--- src/common/uhb_pkg.sv ---
/*
 * Package for the USB host bus control block: register map, field positions,
 * reset values and timing constants.
 * Assumes a 20 MHz ref_clk and an APB register port with 32-bit data.
 */
package uhb_pkg;
	localparam logic [11:0] ADDR_HOST_CONTROL = 12'h000;
	localparam logic [11:0] ADDR_LINE_INPUT = 12'h004;
	localparam int BIT_IDLE_STATE = 7;
	localparam int BIT_SE0 = 6;
	localparam int BIT_TOKEN_BUSY = 5;
	localparam int BIT_BUS_RESET = 4;
	localparam int BIT_HOST_ENABLE = 3;
	localparam int BIT_RESUME = 2;
	localparam int BIT_REWIND = 1;
	localparam int BIT_FRAME_ENABLE = 0;
	localparam logic [5:0] CONTROL_RESET = 6'h00;
	localparam logic [5:0] CONTROL_WRITE_MASK = 6'h1f;
	localparam int CLOCK_HZ = 20000000;
	localparam int FRAME_TIME_US = 1000;
	localparam int FRAME_CYCLES = CLOCK_HZ / 1000000 * FRAME_TIME_US;
	localparam int BUS_RESET_TIME_MS = 50;
	localparam int RESUME_TIME_MS = 10;
	localparam int SYNC_STAGES = 3;
	typedef enum logic [2:0] {
		ST_IDLE = 3'b001,
		ST_SOF = 3'b010,
		ST_TOKEN = 3'b100
	} uhb_state_e;
endpackage : uhb_pkg

--- src/core/uhb_host_bus_control.sv ---
/*
 * USB host-mode control and live line-status logic behind an APB port.
 * Assumes D+/D- receiver levels arrive asynchronously and a USB engine
 * raises the token request and consumes the line-drive controls.
 */
// Behaviour
// - Idle flag follows J-state, speed dependent polarity.
// - SE0 status high while both lines low.
// - Token busy bit reflects token in progress.
// - Bus reset bit drives reset signalling; software times.
// - Host enable switches on both line pull-downs.
// - Resume bit drives resume signalling; software times.
// - Rewind bit forces ping-pong pointers even.
// - Frame enable, with host enable set, sends start-of-frame every millisecond unless reset or resume is driven or a token is in progress at the frame tick.
`timescale 1ns/1ns
module uhb_host_bus_control #(
	parameter int FRAME_PERIOD = uhb_pkg::FRAME_CYCLES,
	parameter int TOKEN_CYCLES = 16
) (
	input wire logic ref_clk,
	input wire logic srst,
	input wire logic psel,
	input wire logic penable,
	input wire logic pwrite,
	input wire logic [11:0] paddr,
	input wire logic [31:0] pwdata,
	output logic [31:0] prdata,
	output logic pready,
	output logic pslverr,
	input wire logic dPlusIn,
	input wire logic dMinusIn,
	input wire logic lowSpeed,
	input wire logic tokenRequest,
	output logic busResetDrive,
	output logic resumeDrive,
	output logic pullDownEnable,
	output logic hostRoleEnable,
	output logic bufferPointerRewind,
	output logic sofStart,
	output logic tokenInProgress
);
	logic [5:0] control;
	logic dPlus;
	logic dMinus;
	logic lineIdleStateFlag;
	logic lineSe0;
	logic [31:0] frameCount;
	logic [31:0] tokenCount;
	uhb_pkg::uhb_state_e state;
	uhb_pkg::uhb_state_e next_state;

	uhb_pin_sync syncPlus (
		.ref_clk(ref_clk),
		.srst(srst),
		.pinIn(dPlusIn),
		.level(dPlus)
	);
	uhb_pin_sync syncMinus (
		.ref_clk(ref_clk),
		.srst(srst),
		.pinIn(dMinusIn),
		.level(dMinus)
	);

	// Live line status, registered so reads are stable
	wire line_idle_state_flag = lowSpeed ? (!dPlus && dMinus) : (dPlus && !dMinus);
	wire se0 = !dPlus && !dMinus;
	always_ff @(posedge ref_clk) begin
		if (srst) begin
			lineIdleStateFlag <= 1'b0;
			lineSe0 <= 1'b0;
		end else begin
			lineIdleStateFlag <= line_idle_state_flag;
			lineSe0 <= se0;
		end
	end

	// APB decode: zero wait states, unmapped addresses answer with an error
	wire access = psel && penable;
	wire hitControl = paddr == uhb_pkg::ADDR_HOST_CONTROL;
	wire hitLine = paddr == uhb_pkg::ADDR_LINE_INPUT;
	wire mapped = hitControl || hitLine;
	wire writeControl = access && pwrite && hitControl;
	wire [7:0] statusByte = {lineIdleStateFlag, lineSe0, tokenInProgress, control[4:0]};
	wire [31:0] readControl = {24'h000000, statusByte};
	wire [31:0] readLine = {30'h0, dMinus, dPlus};
	wire [31:0] readMux = hitControl ? readControl : (hitLine ? readLine : 32'h00000000);
	assign pready = 1'b1;
	assign pslverr = access && !mapped;

	always_ff @(posedge ref_clk) begin
		if (srst) begin
			control <= uhb_pkg::CONTROL_RESET;
		end else if (writeControl) begin
			// Status bits above bit 4 are not stored from the bus
			control <= pwdata[5:0] & uhb_pkg::CONTROL_WRITE_MASK;
		end
	end

	always_ff @(posedge ref_clk) begin
		if (srst) begin
			prdata <= 32'h00000000;
		end else if (psel && !penable && !pwrite) begin
			prdata <= readMux;
		end
	end

	// Line controls held while software keeps the bits set; duration is software's job
	assign busResetDrive = control[uhb_pkg::BIT_BUS_RESET];
	assign resumeDrive = control[uhb_pkg::BIT_RESUME];
	assign hostRoleEnable = control[uhb_pkg::BIT_HOST_ENABLE];
	assign pullDownEnable = control[uhb_pkg::BIT_HOST_ENABLE];
	assign bufferPointerRewind = control[uhb_pkg::BIT_REWIND];
	wire frameEnable = control[uhb_pkg::BIT_FRAME_ENABLE] && hostRoleEnable;

	// Frame timer; restarts from zero on enable so the first marker is a full period away
	wire frameTick = frameCount == 32'(FRAME_PERIOD - 1);
	always_ff @(posedge ref_clk) begin
		if (srst || !frameEnable) begin
			frameCount <= 32'h00000000;
		end else if (frameTick) begin
			frameCount <= 32'h00000000;
		end else begin
			frameCount <= frameCount + 32'h00000001;
		end
	end

	// Token sequencer: frame marker has priority over a queued request
	wire tokenDone = tokenCount == 32'(TOKEN_CYCLES - 1);
	wire lineBlocked = busResetDrive || resumeDrive;
	always_comb begin
		next_state = state;
		case (state)
			uhb_pkg::ST_IDLE: begin
				if (frameTick && frameEnable && !lineBlocked) begin
					next_state = uhb_pkg::ST_SOF;
				end else if (tokenRequest && hostRoleEnable && !lineBlocked) begin
					next_state = uhb_pkg::ST_TOKEN;
				end
			end
			uhb_pkg::ST_SOF: begin
				if (tokenDone) begin
					next_state = uhb_pkg::ST_IDLE;
				end
			end
			uhb_pkg::ST_TOKEN: begin
				if (tokenDone) begin
					next_state = uhb_pkg::ST_IDLE;
				end
			end
			default: begin
				next_state = uhb_pkg::ST_IDLE;
			end
		endcase
	end

	always_ff @(posedge ref_clk) begin
		if (srst) begin
			state <= uhb_pkg::ST_IDLE;
			tokenCount <= 32'h00000000;
			sofStart <= 1'b0;
		end else begin
			state <= next_state;
			sofStart <= (state == uhb_pkg::ST_IDLE) && (next_state == uhb_pkg::ST_SOF);
			if (state == uhb_pkg::ST_IDLE || tokenDone) begin
				tokenCount <= 32'h00000000;
			end else begin
				tokenCount <= tokenCount + 32'h00000001;
			end
		end
	end

	assign tokenInProgress = state != uhb_pkg::ST_IDLE;
endmodule : uhb_host_bus_control

--- src/core/uhb_pin_sync.sv ---
/*
 * Three-stage pin synchroniser; a change is taken when stages two and three agree.
 * Assumes the input is asynchronous to ref_clk.
 */
`timescale 1ns/1ns
module uhb_pin_sync (
	input wire logic ref_clk,
	input wire logic srst,
	input wire logic pinIn,
	output logic level
);
	logic [2:0] stage;
	wire agree = stage[1] == stage[2];
	always_ff @(posedge ref_clk) begin
		if (srst) begin
			stage <= 3'h0;
			level <= 1'b0;
		end else begin
			stage <= {stage[1:0], pinIn};
			if (agree) begin
				level <= stage[2];
			end
		end
	end
endmodule : uhb_pin_sync

--- config.mk ---
export PLATFORM = sky130hd
export DESIGN_NAME = uhb_host_bus_control
export DESIGN_NICKNAME = d
export VERILOG_FILES = /design/src/common/uhb_pkg.sv /design/src/core/uhb_host_bus_control.sv /design/src/core/uhb_pin_sync.sv
export SDC_FILE = /design/constraint.sdc
export NUM_CORES = 1
export LEC_CHECK = 0
export BUFFER_PORTS_ARGS = -buffer_cell sky130_fd_sc_hd__buf_2
export CAP_MARGIN = 20
export CELL_PAD_IN_SITES_DETAIL_PLACEMENT = 1
export CELL_PAD_IN_SITES_GLOBAL_PLACEMENT = 2
export CORE_UTILIZATION = 36
export CTS_BUF_LIST = sky130_fd_sc_hd__clkbuf_8
export DETAILED_ROUTE_END_ITERATION = 7
export PLACE_DENSITY_LB_ADDON = 0.1
export SYNTH_ARGS = -nofsm -noshare
export SYNTH_HDL_FRONTEND = slang
export SYNTH_HIERARCHICAL = 1
export SYNTH_SLANG_ARGS = --single-unit
--- constraint.sdc ---
create_clock -name ref_clk -period 2.7 [get_ports ref_clk]
set_input_delay 0.27 -clock ref_clk [delete_from_list [all_inputs] [get_ports ref_clk]]
set_output_delay 0.27 -clock ref_clk [all_outputs]
set_load 0.02 [all_outputs]
==> results by stage <==
Routing:
- In the routed design, unresolved DRC markers number 0.
- The DRC violation total after the first TritonRoute iteration is 132.
- The length of the first detailed-routing pass in iterations is 4.
- The routed layout has 3285 vias.
- The detail-routed net length per standard cell is 13.7 um.
- After detailed routing, the number of vias per cell comes to 4.96.
- The routed design has 9040 um of wire.
- The number of routed nets with antenna violations is 0.

Finish:
- Compared with the post-synthesis result, the final layout area differs by 9.60%.
- The filler cells instantiated in the layout total 1395.
- The total non-filler cell area in the finished layout is 0.00461 mm2.
- The number of antenna diodes in the final layout is 0.
- Of the cells placed in the final design, the portion with a size suffix greater than 1 is 0.137.
- The final net count is 569.

CTS:
- The later pin in the worst-skew pair is clocked with a latency of 0.36 ns.
- The total CTS buffers is 9.
- The CTS tree is done.
- The count of hold buffers inserted by post-cts repair is 0.
- In this run the post-CTS setup repair buffer count came out at 0.
- The number of H-tree branching levels is 3.
- The number of gates resized after CTS is 0.
- No sink is reached through more buffers than the 2 on the longest clock path.
- The post-CTS clock slew at the launch and capture registers of the worst setup and hold paths is 0.08 ns.
- Clock tree synthesis selected as its root buffer the cell sky130_fd_sc_hd__clkbuf_8.
- For this design, the sink count on the clock tree is 91.

Logic synthesis:
- The cell count after synthesis came out at 478.
- The share of the Yosys chip area taken by registers is 0.433.
- For this run, the leading register cell type out of synthesis is sky130_fd_sc_hd__dfxtp_1.
- The synthesized cell area is 0.00421 mm2.
- The yosys synthesis warning count is 6.
- The async set or reset register ratio after synthesis is 0.
- The synthesized netlist contains 44 unique library cells.
- Dividing the synthesized area by the synthesized cell count gives 8.81 um2.
- The total of flip-flops plus latches after synthesis is 91.
- The synthesized design contains 0 enable-type register cells.

Global route:
- The via count of the first global-routing pass was 3144.
- The overall fraction of global-route tracks in use is 0.157.
- The number of antenna violations at the first check in global routing came to 0.
- Summed over all layers, the global routing overflow is 0.
- The pin count of the biggest net entering global routing is 33.
- The global-route wire length before repair is 14600 um.

STA:
- Subtracting the final worst setup slack from the clock period gives 2.02 ns.
- Setup repair after global routing left no endpoint under its margin.
- The setup violation total in the final timing report is 0.
- For the final database, setup skew stands at 0.00567 ns.
- The final critical-path share of the clock period is 0.750.
- After routing, the total negative slack on setup checks comes to 0 ns.
- The count of final hold-check violations is 0.
- The transition time at the pin with the least slew margin is 0.789 ns.
- The worst slew margin relative to its limit is 0.470.
- Timing would allow up to 0.494 GHz.
- The final number of max-transition violations is 0.

Critical path:
- The sort of element at the end of the critical path is a flop.
- The number of cells on the worst reg-to-reg path is 7.
- STA classifies the critical path startpoint as a flop.
- The classification of the worst setup path is reg2reg.
- The arrival time reported for the critical path endpoint is 2.27 ns.
- For the worst setup path, the data required time is 2.95 ns.
- The largest fanout of any net on the critical path is 32.

Power:
- The areal power density over the cells is 513 mW/mm2.
- The static power due to leakage is 1.69 nW.
- Across the VDD grid, the largest voltage drop is 459 uV.

Floorplan:
- From bottom edge to top edge, the die measures 110 um.
- The area of the die is 0.0121 mm2.
- The total core area is 0.0114 mm2.
- The initial standard-cell utilization of the core is 0.369.
- In this run the horizontal extent of the chip is 110 um.
- The number of primary I/O pins is 94.
- The row count is 39.

Place:
- The placer's final routability congestion estimate is 0.746.
- The placed instances occupy a cell area of 0.00441 mm2.
- The count of input and output buffers is 41.
- Detailed placement ended at an HPWL of 6350 um.

Flow run:
- The max-cap check violation count is 0.

Min path:
- The worst hold path stage count is 2.
- The path category of the worst min-delay check is in2reg.

Run status:
- The flow ran to the end, and the final reports show no timing, DRC or antenna violations.
## state kept, by name, indices dropped and copies added (netlist names)
signal             flops
control                5
syncMinus/stage        3
frameCount            32
lineIdleStateFlag      1
syncPlus/level         1
prdata                 8
tokenCount            32
lineSe0                1
state                  3
sofStart               1
syncPlus/stage         3
syncMinus/level        1
## power breakdown
part           switching, W  internal, W
clock network      0.000461     0.000495
logic             0.0000491    0.0000177
registers        0.00000168      0.00134
## per-stage QoR
step                power (W)   util  std cells  hold slack (ns)  worst slack, ns
floorplan             0.00145      -        501            0.339            0.886
global placement      0.00144  0.386        646            0.433            0.694
detailed placement    0.00145  0.386        646            0.445            0.648
CTS                   0.00243  0.404        662            0.104            0.626
global route          0.00248  0.404        662            0.122            0.485
finish                0.00237  0.404        662            0.125            0.676
## routing by layer
| metal | up-vias | track usage | wire length, um |
|---|---|---|---|
| li1 | 1653 | - | - |
| met1 | 1593 | 0.185 | 4270 |
| met2 | 34 | 0.267 | 4410 |
| met5 | - | 0 | 0 |
| met4 | 0 | 0.0489 | 72 |
| met3 | 5 | 0.0547 | 295 |
## path summary, 6_finish.rpt
path / startpoint / to / slack [ns]
min reg2reg: syncMinus/stage[0] / syncMinus/stage[1] / 0.45
max reg2reg: frameCount[0] / frameCount[18] / 0.68
max: frameCount[0] / frameCount[18] / 0.68
min: dMinusIn / syncMinus/stage[0] / 0.13
## critical path, cell delays in order, from the launching register on
cell and delay [ns]:
sky130_fd_sc_hd__dfxtp_1 0.38, sky130_fd_sc_hd__ha_1 0.24, sky130_fd_sc_hd__nand4_2 0.17, sky130_fd_sc_hd__or4_1 0.44, sky130_fd_sc_hd__nor3_1 0.13, sky130_fd_sc_hd__or3_1 0.13
sky130_fd_sc_hd__buf_4 0.32, sky130_fd_sc_hd__nor2_1 0.09
## cells in the mapped netlist (4+ instances only)
master | n | share of area
sky130_fd_sc_hd__nor2b_1 | 7 | 0.010
sky130_fd_sc_hd__clkbuf_1 | 4 | 0.0036
sky130_fd_sc_hd__dfxtp_1 | 91 | 0.43
sky130_fd_sc_hd__nand4_1 | 30 | 0.045
sky130_fd_sc_hd__mux2i_1 | 7 | 0.017
sky130_fd_sc_hd__nor4_1 | 14 | 0.021
sky130_fd_sc_hd__and2_1 | 6 | 0.0089
sky130_fd_sc_hd__xor2_1 | 45 | 0.094
sky130_fd_sc_hd__buf_4 | 27 | 0.048
sky130_fd_sc_hd__or3_1 | 4 | 0.0059
sky130_fd_sc_hd__nor2_1 | 88 | 0.078
sky130_fd_sc_hd__nor3_1 | 9 | 0.011
sky130_fd_sc_hd__and4_1 | 5 | 0.010
sky130_fd_sc_hd__inv_1 | 8 | 0.0071
sky130_fd_sc_hd__buf_6 | 5 | 0.013
sky130_fd_sc_hd__buf_2 | 8 | 0.0095
sky130_fd_sc_hd__nand2_1 | 22 | 0.020
sky130_fd_sc_hd__nand3_1 | 27 | 0.032
sky130_fd_sc_hd__a21oi_1 | 8 | 0.0095
sky130_fd_sc_hd__a22oi_1 | 6 | 0.011
sky130_fd_sc_hd__xnor2_1 | 14 | 0.029
sky130_fd_sc_hd__and3_1 | 15 | 0.022
## cells in the final DEF, fill, tap and decap left out, drive strengths merged, types with 5 or more instances in the layout
cell	n
nand4	32
nor2	90
nand3	27
conb	25
a21oi	8
a22oi	6
and3	15
xnor2	14
mux2i	7
xor2	45
nand2	22
inv	11
buf	47
nor3	11
nor2b	7
and2	6
and4	5
dfxtp	91
nor4	16
clkbuf	12
## area by class of cell
| cell class | count | area, um2 | area share |
|---|---|---|---|
| flip-flops and latches | 91 | 1820 | 0.395 |
| clock inverters | 4 | 41.3 | 0.00895 |
| repair buffers | 47 | 250 | 0.0542 |
| well taps | 143 | 179 | 0.0388 |
| inverters | 8 | 30.0 | 0.00651 |
| multi-input cells | 357 | 2130 | 0.461 |
| clock buffers | 12 | 165 | 0.0358 |
## logic make-up (layout without fill, tap and decap cells)
kind of cell | Yosys count | count (layout) | synth area share
simple gates | 245 | 245 | 0.309
flops | 91 | 91 | 0.433
xor+xnor | 59 | 59 | 0.123
buf+inv | 53 | 71 | 0.0826
compound gates | 19 | 19 | 0.0288
mux | 7 | 7 | 0.0166
fa+ha+maj | 2 | 2 | 0.00594
other cells | 2 | 25 | 0.00178
No activity file was read; power rests on OpenSTA's default activity.
